[src/verilog/lp_pkg.sv]
package lp_pkg;

    // ----------------------------------------
    // Register byte offsets
    // ----------------------------------------
    localparam logic [7:0] OFF_BREAK_STATUS = 8'h00;
    localparam logic [7:0] OFF_RESET_SOURCE = 8'h04;
    localparam logic [7:0] OFF_BREAK_FLAG_CTRL = 8'h08;
    localparam logic [7:0] OFF_CONFIG = 8'h0c;
    localparam logic [7:0] OFF_MODE_STATUS = 8'h10;

    // ----------------------------------------
    // Field positions
    // ----------------------------------------
    localparam int BRK_EXIT_BIT = 1;
    localparam int BREAK_FLAG_CLEAR_ENABLE_BIT = 7;
    localparam int CFG_WDOG_DIS_BIT = 0;
    localparam int CFG_STOP_EN_BIT = 1;

    // ----------------------------------------
    // Reset values
    // ----------------------------------------
    localparam logic [7:0] RESET_SOURCE_POR = 8'h80;
    localparam logic [7:0] CONFIG_RESET = 8'h00;
    localparam logic [7:0] BREAK_FLAG_CTRL_RESET = 8'h00;

    // ----------------------------------------
    // Timing
    // ----------------------------------------
    // Stop recovery time in crystal clock cycles; CLK is the crystal clock
    localparam int STOP_RECOVER_XCLK = 4096;
    localparam int CLK_PER_XCLK = 1;
    localparam int STOP_RECOVER_CYC = STOP_RECOVER_XCLK * CLK_PER_XCLK;

    // ----------------------------------------
    // Types
    // ----------------------------------------
    typedef enum logic [1:0] {MODE_RUN, MODE_WAIT, MODE_STOP, MODE_RECOVER} lp_mode_t;

    typedef struct packed {
        logic por;
        logic pin;
        logic wdog;
        logic illegal_opcode_flag;
        logic illegal_address_flag;
        logic rsv2;
        logic low_voltage_reset_flag;
        logic rsv0;
    } rst_src_t;

    typedef struct packed {
        logic cpu;
        logic periph;
        logic clkgen;
    } clk_en_t;

endpackage
[src/verilog/low_power_and_reset_status.sv]
// Functional notes
// - Wait or stop instruction halts processor clock and clears interrupt mask
// - Interrupt mask clear pulses in the same step as low-power entry
// - Wait mode: processor clock off, peripheral clocks keep running
// - Interrupt wake from wait starts stacking one cycle later
// - Reset or break ends wait; break sets break-exit flag
// - Watchdog stays enabled through wait while disable bit is 0
// - Stop entry clears system counter, stops system clock and clock generator
// - External interrupt ends stop; stacking after 4096 crystal cycles
// - Reset or break also ends stop mode
// - Break-exit flag reads 1 when break ended wait, else 0
// - Writing 0 clears break-exit flag; any reset clears it too
// - Reset source register holds six cause flags; a read clears them
// - Power-on reset sets power-on flag, clears the other five
// - External reset line sets external flag; power-on or read clears
// - Watchdog overflow reset sets watchdog flag; power-on or read clears
// - Illegal opcode reset sets illegal opcode flag; power-on or read clears
// - Illegal address flag only on opcode fetch from illegal address
// - Low-voltage reset sets low-voltage flag; power-on or read clears
// - Break flag clear enable 1 allows flag clearing in break, 0 blocks
// - Stop without stop enable causes illegal opcode reset instead
// - Two-step flags stay protected in break; second step clears afterwards; here a write of 0 clears the break-exit flag even in break
//
// Design decisions made here: the placing of the registers and the AHB-Lite register port.
`timescale 1ns/100ps
module low_power_and_reset_status (
    input wire logic CLK,
    input wire logic RST_N,
    input wire logic HSEL,
    input wire logic [31:0] HADDR,
    input wire logic [1:0] HTRANS,
    input wire logic HWRITE,
    input wire logic [2:0] HSIZE,
    input wire logic [31:0] HWDATA,
    input wire logic HREADY,
    output logic [31:0] HRDATA,
    output logic HREADYOUT,
    output logic HRESP,
    input wire logic WAIT_EXEC,
    input wire logic STOP_EXEC,
    input wire logic INT_WAKE,
    input wire logic EXT_IRQ_N,
    input wire logic BREAK_ACT,
    input wire logic RST_PIN_N,
    input wire logic WDOG_OVF,
    input wire logic ILLEGAL_ADDR,
    input wire logic OPCODE_FETCH,
    input wire logic LVI_TRIP,
    output logic CPU_CLK_EN,
    output logic PERIPH_CLK_EN,
    output logic CLKGEN_EN,
    output logic IMASK_CLR,
    output logic STACK_START,
    output logic SYS_CNT_CLR,
    output logic WDOG_EN,
    output logic ILLEGAL_OPCODE_FLAG_RST,
    output logic FLAG_CLR_EN
);

    // ----------------------------------------
    // Reset release
    // ----------------------------------------
    logic [1:0] rst_sync;
    logic rst_n;

    always_ff @(posedge CLK or negedge RST_N) begin
        if (!RST_N) begin
            rst_sync <= 2'h0;
        end else begin
            rst_sync <= {rst_sync[0], 1'b1};
        end
    end

    assign rst_n = rst_sync[1];

    // ----------------------------------------
    // Pin synchronisers
    // ----------------------------------------
    logic [2:0] irq_sync;
    logic [2:0] pin_sync;
    logic irq_low;
    logic pin_low;

    always_ff @(posedge CLK or negedge rst_n) begin
        if (!rst_n) begin
            irq_sync <= 3'h7;
            pin_sync <= 3'h7;
            irq_low <= 1'b0;
            pin_low <= 1'b0;
        end else begin
            irq_sync <= {irq_sync[1:0], EXT_IRQ_N};
            pin_sync <= {pin_sync[1:0], RST_PIN_N};
            if (irq_sync[1] == irq_sync[2]) begin
                irq_low <= ~irq_sync[2];
            end
            if (pin_sync[1] == pin_sync[2]) begin
                pin_low <= ~pin_sync[2];
            end
        end
    end

    // ----------------------------------------
    // Functions
    // ----------------------------------------
    function automatic logic reg_hit(input logic [7:0] addr, input logic [7:0] off);
        reg_hit = (addr[7:2] == off[7:2]);
    endfunction

    // ----------------------------------------
    // Register state
    // ----------------------------------------
    lp_pkg::lp_mode_t mode;
    lp_pkg::lp_mode_t next_mode;
    lp_pkg::rst_src_t rst_src;
    lp_pkg::rst_src_t src_set;
    lp_pkg::clk_en_t next_clk;
    logic brk_exit;
    logic [7:0] cfg;
    logic [7:0] bfc;
    logic stop_en;
    logic wd_dis;
    logic clr_en;
    logic illegal_address_flag_evt;
    logic rst_evt;
    logic [12:0] cnt;
    logic [12:0] next_cnt;
    logic next_imask;
    logic next_stack;
    logic next_cnt_clr;
    logic next_illegal_opcode_flag;

    assign stop_en = cfg[lp_pkg::CFG_STOP_EN_BIT];
    assign wd_dis = cfg[lp_pkg::CFG_WDOG_DIS_BIT];
    assign clr_en = ~BREAK_ACT | bfc[lp_pkg::BREAK_FLAG_CLEAR_ENABLE_BIT];
    assign illegal_address_flag_evt = ILLEGAL_ADDR & OPCODE_FETCH;
    assign rst_evt = pin_low | WDOG_OVF | LVI_TRIP | illegal_address_flag_evt;

    // ----------------------------------------
    // AHB-Lite slave
    // ----------------------------------------
    logic addr_ph;
    logic wr_pend;
    logic [7:0] wr_addr;
    logic src_rd;
    logic brk_wr0;

    assign addr_ph = HSEL & HREADY & HTRANS[1];
    assign src_rd = addr_ph & ~HWRITE & reg_hit(HADDR[7:0], lp_pkg::OFF_RESET_SOURCE);
    assign brk_wr0 = wr_pend & reg_hit(wr_addr, lp_pkg::OFF_BREAK_STATUS)
                     & ~HWDATA[lp_pkg::BRK_EXIT_BIT];

    always_ff @(posedge CLK or negedge rst_n) begin
        if (!rst_n) begin
            wr_pend <= 1'b0;
            wr_addr <= 8'h00;
            HREADYOUT <= 1'b0;
            HRESP <= 1'b0;
        end else begin
            wr_pend <= addr_ph & HWRITE;
            if (addr_ph) begin
                wr_addr <= HADDR[7:0];
            end
            HREADYOUT <= 1'b1;
            HRESP <= 1'b0;
        end
    end

    always_ff @(posedge CLK or negedge rst_n) begin
        if (!rst_n) begin
            HRDATA <= 32'h00000000;
        end else if (addr_ph && !HWRITE) begin
            HRDATA <= 32'h00000000;
            if (reg_hit(HADDR[7:0], lp_pkg::OFF_BREAK_STATUS)) begin
                HRDATA[lp_pkg::BRK_EXIT_BIT] <= brk_exit;
            end else if (reg_hit(HADDR[7:0], lp_pkg::OFF_RESET_SOURCE)) begin
                HRDATA[7:0] <= rst_src;
            end else if (reg_hit(HADDR[7:0], lp_pkg::OFF_BREAK_FLAG_CTRL)) begin
                HRDATA[7:0] <= bfc;
            end else if (reg_hit(HADDR[7:0], lp_pkg::OFF_CONFIG)) begin
                HRDATA[7:0] <= cfg;
            end else if (reg_hit(HADDR[7:0], lp_pkg::OFF_MODE_STATUS)) begin
                HRDATA[1:0] <= mode;
            end
        end
    end

    always_ff @(posedge CLK or negedge rst_n) begin
        if (!rst_n) begin
            cfg <= lp_pkg::CONFIG_RESET;
            bfc <= lp_pkg::BREAK_FLAG_CTRL_RESET;
        end else if (wr_pend) begin
            if (reg_hit(wr_addr, lp_pkg::OFF_CONFIG)) begin
                cfg <= {6'h00, HWDATA[1:0]};
            end
            if (reg_hit(wr_addr, lp_pkg::OFF_BREAK_FLAG_CTRL)) begin
                bfc <= {HWDATA[lp_pkg::BREAK_FLAG_CLEAR_ENABLE_BIT], 7'h00};
            end
        end
    end

    // ----------------------------------------
    // Break exit flag
    // ----------------------------------------
    always_ff @(posedge CLK or negedge rst_n) begin
        if (!rst_n) begin
            brk_exit <= 1'b0;
        end else if (mode == lp_pkg::MODE_WAIT && BREAK_ACT) begin
            brk_exit <= 1'b1;
        end else if (brk_wr0 || rst_evt || next_illegal_opcode_flag) begin
            brk_exit <= 1'b0;
        end
    end

    // ----------------------------------------
    // Reset source flags
    // ----------------------------------------
    always_comb begin
        src_set = '0;
        src_set.pin = pin_low;
        src_set.wdog = WDOG_OVF;
        src_set.illegal_opcode_flag = next_illegal_opcode_flag;
        src_set.illegal_address_flag = illegal_address_flag_evt;
        src_set.low_voltage_reset_flag = LVI_TRIP;
    end

    always_ff @(posedge CLK or negedge rst_n) begin
        if (!rst_n) begin
            rst_src <= lp_pkg::RESET_SOURCE_POR;
        end else if (src_rd && clr_en) begin
            rst_src <= src_set;
        end else begin
            rst_src <= rst_src | src_set;
        end
    end

    // ----------------------------------------
    // Low-power sequencer
    // ----------------------------------------
    always_comb begin
        next_mode = mode;
        next_cnt = cnt;
        next_imask = 1'b0;
        next_stack = 1'b0;
        next_cnt_clr = 1'b0;
        next_illegal_opcode_flag = 1'b0;
        case (mode)
            lp_pkg::MODE_RUN: begin
                if (STOP_EXEC) begin
                    if (stop_en) begin
                        next_mode = lp_pkg::MODE_STOP;
                        next_imask = 1'b1;
                        next_cnt_clr = 1'b1;
                    end else begin
                        next_illegal_opcode_flag = 1'b1;
                    end
                end else if (WAIT_EXEC) begin
                    next_mode = lp_pkg::MODE_WAIT;
                    next_imask = 1'b1;
                end
            end
            lp_pkg::MODE_WAIT: begin
                if (rst_evt || BREAK_ACT) begin
                    next_mode = lp_pkg::MODE_RUN;
                end else if (INT_WAKE) begin
                    next_mode = lp_pkg::MODE_RUN;
                    next_stack = 1'b1;
                end
            end
            lp_pkg::MODE_STOP: begin
                if (rst_evt || BREAK_ACT) begin
                    next_mode = lp_pkg::MODE_RUN;
                end else if (irq_low) begin
                    next_mode = lp_pkg::MODE_RECOVER;
                    next_cnt = 13'(lp_pkg::STOP_RECOVER_CYC - 1);
                end
            end
            lp_pkg::MODE_RECOVER: begin
                if (rst_evt || BREAK_ACT) begin
                    next_mode = lp_pkg::MODE_RUN;
                end else if (cnt == 13'h0000) begin
                    next_mode = lp_pkg::MODE_RUN;
                    next_stack = 1'b1;
                end else begin
                    next_cnt = cnt - 13'h0001;
                end
            end
            default: begin
                next_mode = lp_pkg::MODE_RUN;
            end
        endcase
    end

    always_comb begin
        next_clk.cpu = (next_mode == lp_pkg::MODE_RUN);
        next_clk.periph = next_clk.cpu || (next_mode == lp_pkg::MODE_WAIT);
        next_clk.clkgen = (next_mode != lp_pkg::MODE_STOP);
    end

    always_ff @(posedge CLK or negedge rst_n) begin
        if (!rst_n) begin
            mode <= lp_pkg::MODE_RUN;
            cnt <= 13'h0000;
        end else begin
            mode <= next_mode;
            cnt <= next_cnt;
        end
    end

    always_ff @(posedge CLK or negedge rst_n) begin
        if (!rst_n) begin
            CPU_CLK_EN <= 1'b1;
            PERIPH_CLK_EN <= 1'b1;
            CLKGEN_EN <= 1'b1;
            IMASK_CLR <= 1'b0;
            STACK_START <= 1'b0;
            SYS_CNT_CLR <= 1'b0;
            WDOG_EN <= 1'b1;
            ILLEGAL_OPCODE_FLAG_RST <= 1'b0;
            FLAG_CLR_EN <= 1'b1;
        end else begin
            CPU_CLK_EN <= next_clk.cpu;
            PERIPH_CLK_EN <= next_clk.periph;
            CLKGEN_EN <= next_clk.clkgen;
            IMASK_CLR <= next_imask;
            STACK_START <= next_stack;
            SYS_CNT_CLR <= next_cnt_clr;
            WDOG_EN <= ~wd_dis & (next_mode != lp_pkg::MODE_STOP);
            ILLEGAL_OPCODE_FLAG_RST <= next_illegal_opcode_flag;
            FLAG_CLR_EN <= clr_en;
        end
    end

    // ----------------------------------------
    // Assertions
    // ----------------------------------------
    logic [13:0] rec_seen;

    always_ff @(posedge CLK or negedge rst_n) begin
        if (!rst_n) begin
            rec_seen <= 14'h0000;
        end else if (mode == lp_pkg::MODE_RECOVER) begin
            rec_seen <= rec_seen + 14'h0001;
        end else begin
            rec_seen <= 14'h0000;
        end
    end

    a_entry_imask_clr: assert property (
        @(posedge CLK) disable iff (!rst_n)
        (mode == lp_pkg::MODE_RUN && WAIT_EXEC && !STOP_EXEC)
        |=> IMASK_CLR && !CPU_CLK_EN && mode == lp_pkg::MODE_WAIT)
        else $error("wait entry did not gate cpu and clear mask");

    a_wait_clocks: assert property (
        @(posedge CLK) disable iff (!rst_n)
        (mode == lp_pkg::MODE_WAIT) |-> (!CPU_CLK_EN && PERIPH_CLK_EN))
        else $error("wait mode clock gating wrong");

    a_wait_stack_start: assert property (
        @(posedge CLK) disable iff (!rst_n)
        (mode == lp_pkg::MODE_WAIT && INT_WAKE && !BREAK_ACT && !rst_evt)
        |=> STACK_START ##1 !STACK_START)
        else $error("stacking not one cycle after wake");

    a_break_exit_flag: assert property (
        @(posedge CLK) disable iff (!rst_n)
        (mode == lp_pkg::MODE_WAIT && BREAK_ACT)
        |=> brk_exit && mode == lp_pkg::MODE_RUN)
        else $error("break exit from wait not flagged");

    a_wdog_in_wait: assert property (
        @(posedge CLK) disable iff (!rst_n)
        (mode == lp_pkg::MODE_WAIT && !wd_dis && $stable(wd_dis)) |-> WDOG_EN)
        else $error("watchdog off during wait");

    a_stop_clocks_off: assert property (
        @(posedge CLK) disable iff (!rst_n)
        $rose(mode == lp_pkg::MODE_STOP)
        |-> !CLKGEN_EN && !PERIPH_CLK_EN && $past(next_cnt_clr) && SYS_CNT_CLR)
        else $error("stop entry left clocks or counter running");

    a_stop_recover_len: assert property (
        @(posedge CLK) disable iff (!rst_n)
        (STACK_START && $past(mode == lp_pkg::MODE_RECOVER)) |-> (rec_seen == 14'h1000))
        else $error("stop recovery delay not 4096 cycles");

    a_brk_flag_clear: assert property (
        @(posedge CLK) disable iff (!rst_n)
        (brk_wr0 && !(mode == lp_pkg::MODE_WAIT && BREAK_ACT)) |=> !brk_exit)
        else $error("writing 0 did not clear break exit flag");

    a_src_read_clear: assert property (
        @(posedge CLK) disable iff (!rst_n)
        (src_rd && clr_en && src_set == '0) |=> (rst_src == '0))
        else $error("reset source read did not clear flags");

    a_src_break_hold: assert property (
        @(posedge CLK) disable iff (!rst_n)
        (src_rd && !clr_en) |=> $stable(rst_src) || $past(src_set) != '0)
        else $error("reset source cleared during protected break");

    a_stop_illegal: assert property (
        @(posedge CLK) disable iff (!rst_n)
        (mode == lp_pkg::MODE_RUN && STOP_EXEC && !stop_en)
        |=> ILLEGAL_OPCODE_FLAG_RST && rst_src.illegal_opcode_flag && mode == lp_pkg::MODE_RUN)
        else $error("disabled stop did not raise illegal opcode reset");

endmodule

[config.mk]
export PLATFORM = sky130hd
export DESIGN_NAME = low_power_and_reset_status
export DESIGN_NICKNAME = d
export VERILOG_FILES = /design/src/verilog/lp_pkg.sv /design/src/verilog/low_power_and_reset_status.sv
export SDC_FILE = /design/constraint.sdc
export NUM_CORES = 1
export LEC_CHECK = 0
export ABC_AREA = 1
export BUFFER_PORTS_ARGS = -buffer_cell sky130_fd_sc_hd__buf_4
export CAP_MARGIN = 30
export CORE_MARGIN = 3
export CORE_UTILIZATION = 25
export CTS_CLUSTER_SIZE = 30
export DETAILED_ROUTE_END_ITERATION = 6
export PLACE_DENSITY = 0.51
export RECOVER_POWER = 50
export SYNTH_ARGS = -nofsm -noshare
export SYNTH_HDL_FRONTEND = slang
export SYNTH_SLANG_ARGS = --single-unit
[constraint.sdc]
create_clock -name CLK -period 4.2 [get_ports CLK]
set_input_delay 0.84 -clock CLK [delete_from_list [all_inputs] [get_ports CLK]]
set_output_delay 0.84 -clock CLK [all_outputs]
set_load 0.05 [all_outputs]
# Word level (Yosys, flattened, before mapping)
# Index checks and enable logic that the tools add are counted.
# Widths: inputs -> output; s select.
op_classes:
  reduce_logical: 18
  muxes: 39
  n_eq_ne: 17
  n_bitwise: 20
  addsub: 1
ops:
  columns: ["cell", "n"]
  rows:
  - ["$mux 13", 4]
  - ["$pmux 13 s2", 1]
  - ["$eq 6x2->1 const B", 4]
  - ["$mux 8", 3]
  - ["$mux 2", 11]
  - ["$mux 1", 17]
  - ["$logic_not 13->1", 1]
  - ["$sub 13x1->13 const B", 1]
  - ["$logic_not 6->1", 2]
  - ["$ne 2x2->1 const B", 5]
  - ["$and 1x1->1", 9]
  - ["$or 8x7->8", 1]
  - ["$pmux 2 s4", 1]
  - ["$eq 6x1->1 const B", 1]
  - ["$eq 6x3->1 const B", 1]
  - ["$mux 6", 1]
  - ["$not 1->1", 6]
  - ["$reduce_and 5->1", 1]
  - ["$eq 2x1->1 const B", 2]
  - ["$eq 2x2->1 const B", 2]
  - ["$logic_not 2->1", 2]
  - ["$logic_or 1x1->1", 4]
  - ["$or 1x1->1", 4]
  - ["$reduce_and 2->1", 2]
  - ["5 further kinds", 9]
totals:
  elab_cells: 126
  in_bits: 84
  register_bits: 64
  out_inout_bits: 43

# Longest topological paths before layout
logic_depth:
  ltp_word: 8
  depth_mapped: 11
  depth_no_buf: 11

# Worst setup path after synthesis
# Ideal clock, no wire load.
synth_path:
  path_kind: "input to register"
  from: "input HADDR[7]"
  to: "register rst_src[3] (netlist name)"
  required_ps: 4072
  n_path_buf: 0
  slack_ps: 2398
  arrival_time_ps: 1674
  setup_ps: 128
  stages: 6
  path_cell_list: "nor2_1 > nand2_1 > nor3_1 > nand3_1 > inv_1 > o21ai_0"
synth_between:
  elab_chain_len: 4
synth_lines:
  columns: ["element", "line", "text"]
  rows:
  - ["start, declared", "low_power_and_reset_status.sv:30", "input wire logic [31:0] HADDR,"]
  - ["$eq 6x1->1", "low_power_and_reset_status.sv:106", "reg_hit = (addr[7:2] == off[7:2]);"]
  - ["$and 1x1->1", "low_power_and_reset_status.sv:148", "assign src_rd = addr_ph & ~HWRITE & reg_hit(HADDR[7:0], lp_pkg::OFF_RESET_SOURCE);"]
  - ["$logic_and 1x1->1", "low_power_and_reset_status.sv:229", "end else if (src_rd && clr_en) begin"]
  - ["$mux 8", "low_power_and_reset_status.sv:229", null]
  - ["end signal, assigned", "low_power_and_reset_status.sv:228", "rst_src <= lp_pkg::RESET_SOURCE_POR;"]
  - ["end signal, assigned", "low_power_and_reset_status.sv:230", "rst_src <= src_set;"]
  - ["end signal, assigned", "low_power_and_reset_status.sv:232", "rst_src <= rst_src | src_set;"]
  - ["end, declared", "low_power_and_reset_status.sv:114", "lp_pkg::rst_src_t rst_src;"]
# Every way passes these cells.
# A chain may end at the register's enable or synchronous reset.

# Worst setup path after layout
layout_path:
  from: "input HADDR[7]"
  to: "register rst_src[5] (netlist name)"
# Same word-level chain as after synthesis.

==> impl_results.md <==
- Synth unique cells: 36
- Longest Clk Path Bufs: 2
- Via count: between 2,000 and 2,500
- Cell area after synthesis: 2830 µm²
- H-tree levels: 3
- Reg2reg start: cnt[0]
- Min Tclk post-route: between 1500 and 2000 ps
- Fin nets: 452
- Core Rows: 38
- CTS Buf Count: 9
- Max_cap viols: 0
- Slew @ Worst Pin: 945 ps
- Port buffer count: 42
- Dpl cells: between 400 and 500
- Leak: 1.76 nW
- CTS tree: done
- ANT nets after route: 0
- Antenna diode count: 0
- Post-cts sizing count: 0
- Hold Fails Final Rpt: 0
- Setup_tns: 0 ps
- R2r setup slk: 2510 ps
- Worst min-delay path class: in2async
- Clock-pin slew on the worst setup and hold paths: 50 ps
- Cells on worst reg2reg path: 9
- Core area: 10,900 µm²
- Status: finished, final reports clean
- Post-DP Area: 3220 µm²
- Reg2reg end: cnt[6]
- Rel. slew slack: 0.370
- Critical Path End Type: flop
- Die height: 112 µm
- Largest net degree at the start of global routing: 35
- Final core utilization: 0.323
- Final period util: 0.448
- CP Class: in2reg
- Unrepaired setup endpoints after global routing: false
- IO Count: 127
- Hold Buf Count CTS: 0
- Die area: 12,600 µm²
- Grt ovf: 0
- DPL Wire Length: around 4300 µm
- Syn Area/Cell: around 9.0 µm²
- DRC Markers: 0
- Post-synthesis mux area share: 0.0159
- Initial core utilization: 0.259
- Final setup fails: 0
- Fmax: roughly 0.53 GHz
- Vias in the first global route: 2,108
- IR Drop Worst-Case VDD: about 0.00022 V
- Max-slew violation count: 0
- Crit path DAT: 2070 ps
- Compound-Gate Fraction of Synth Area: 0.0764
- Crit path max fanout: 4
- Ys Warns: 0
- Setup Buffers After CTS: 0
- 1st-iter DRT viols: 124
- GRT Util Overall: 0.0993
- Final cell count without fillers: approximately 510
- Worst Path Required: 4390 ps
- Die width: 112 µm
- Router iterations before antenna repair: 4
- Gate Count Post-Synth: 314
- Post-synthesis sequential area ratio: 0.535
- Clock Latency Late Sink: 320 ps
- Critical path launch point type: input pin
- Wire length per cell: 11.2 µm
- Synthesis-to-layout area growth: 24.7%
- Flops & latches, synth: 60
- Drt total wl: 5730 µm
- Fin area: ~3500 µm²
- GP Congestion: 0.788
- Share of cells above drive strength 1: 0.234
- Initial antenna violation count: 0
- First-pass GRT wire length: ~10000 µm
- XOR/XNOR share of the synthesized area: 0.0155
- Root Buffer Master: clkbuf_16
- Post-Synth Adder-Cell Area: 0.00442
- Clock sinks: 60
- Vias/cell: 4.04
- Largest family of logic cells by synthesized area: simple AND/OR/NAND/NOR gates
- Post-synthesis simple-gate area fraction: 0.221
- Setup clock skew after layout: 5.29 ps
- PD cells: 511 nW/µm²
## critical path, cell delays in order
cell	delay [ps]
buf_4	110
nor2_1	180
nand2_1	150
nor3_1	350
nand3_1	200
inv_1	150
o21ai_0	100
## registers in the layout, summed over array words and instances (netlist names), 2 cells and up
name,flops
HRDATA,8
cfg,2
cnt,13
irq_sync,3
mode,2
pin_sync,3
rst_src,6
rst_sync,2
wr_addr,6
## kinds of logic after synthesis
kind of cell | Yosys count
muxes | 4
xor gates and xnor gates | 5
DFF | 60
buffers and inverters | 69
adders and majority gates | 1
and+or+nand+nor | 136
other | 2
AOI/OAI and AO/OA | 37
## Yosys cell counts
library cell  count  area [µm²]
nand2_1          68         255
nor4_1            1        6.26
dfrtp_1          48        1200
conb_1            2        7.51
nor2_4            2        22.5
inv_1            42         158
nand2_2           1        6.26
buf_8             1        15.0
nand4_1           3        18.8
nand2_4           1        11.3
mux2_2            4        45.0
nor3_4            1        16.3
nor3b_1           1        7.51
o21ai_2           4        35.0
nand4_2           1        12.5
nor2_1           33         124
a21oi_1           2        10.0
nand3_1          16        80.1
o311ai_0          1        8.76
nor2_2            3        18.8
o21bai_1          1        7.51
a21o_1            1        7.51
nand3_2           1        10.0
nand4_4           1        21.3
dfstp_2          12         315
o21ai_1           4        20.0
o21ai_0          21         105
o22ai_1           1        6.26
a21oi_2           1        8.76
o21a_1            1        7.51
buf_4            25         188
xor2_1            3        26.3
xnor2_1           2        17.5
ha_1              1        12.5
inv_4             1        6.26
nor3_1            3        15.0
## worst max path at each step
stage | cells past startpoint | end | start
5_1_grt | 7 | rst_src[5] | HADDR[7]
4_1_cts | 1 | WDOG_EN | WDOG_EN
2_1_floorplan | 6 | rst_src[3] | HADDR[7]
6_report | 7 | rst_src[5] | HADDR[7]
3_3_place_gp | 7 | rst_src[3] | HADDR[7]
3_5_place_dp | 7 | rst_src[3] | HADDR[7]
## per-stage QoR
stage	total power [mW]	setup slack (ps)	hold slack [ps]
global route	1.91	2140	289
detailed placement	1.04	2000	269
CTS	1.83	2310	273
global placement	1.03	2000	259
floorplan	0.973	2400	331
finish	1.81	2320	292
## cells in the final DEF, fill, tap and decap left out, types with 4 or more instances in the layout
cell	netlist	routed
dfstp_2	12	10
mux2_2	4	4
clkbuf_16	0	9
o21ai_2	4	4
nor2_1	33	33
nand3_1	16	17
buf_4	25	38
inv_1	42	42
o21ai_0	21	21
conb_1	2	27
nand2_1	68	68
o21ai_1	4	4
dfrtp_1	48	48
## routing by layer
layer  track usage  wire, µm  part of all wire
met5             0         0                 0
met4        0.0457        70             0.012
met3        0.0286       299             0.052
met2         0.150      2530              0.44
met1         0.132      2830              0.49
## where the power goes
part	internal (mW)	switching (mW)	leakage, nW
Clock	0.521	0.262	0.156
Combinational	0.0988	0.212	0.897
Sequential	0.655	0.0557	0.706
Total	1.28	0.530	1.76
## final cells by class
class / instances / area (µm²)
fillers: 1154 / 7400
flip-flops and latches: 60 / 1520
multi-input cells: 210 / 1040
repair buffers: 43 / 315
clock buffers: 9 / 225
well taps: 140 / 175
inverters: 43 / 164
clock inverters: 7 / 98.8
(Power assumes the default switching activity.)
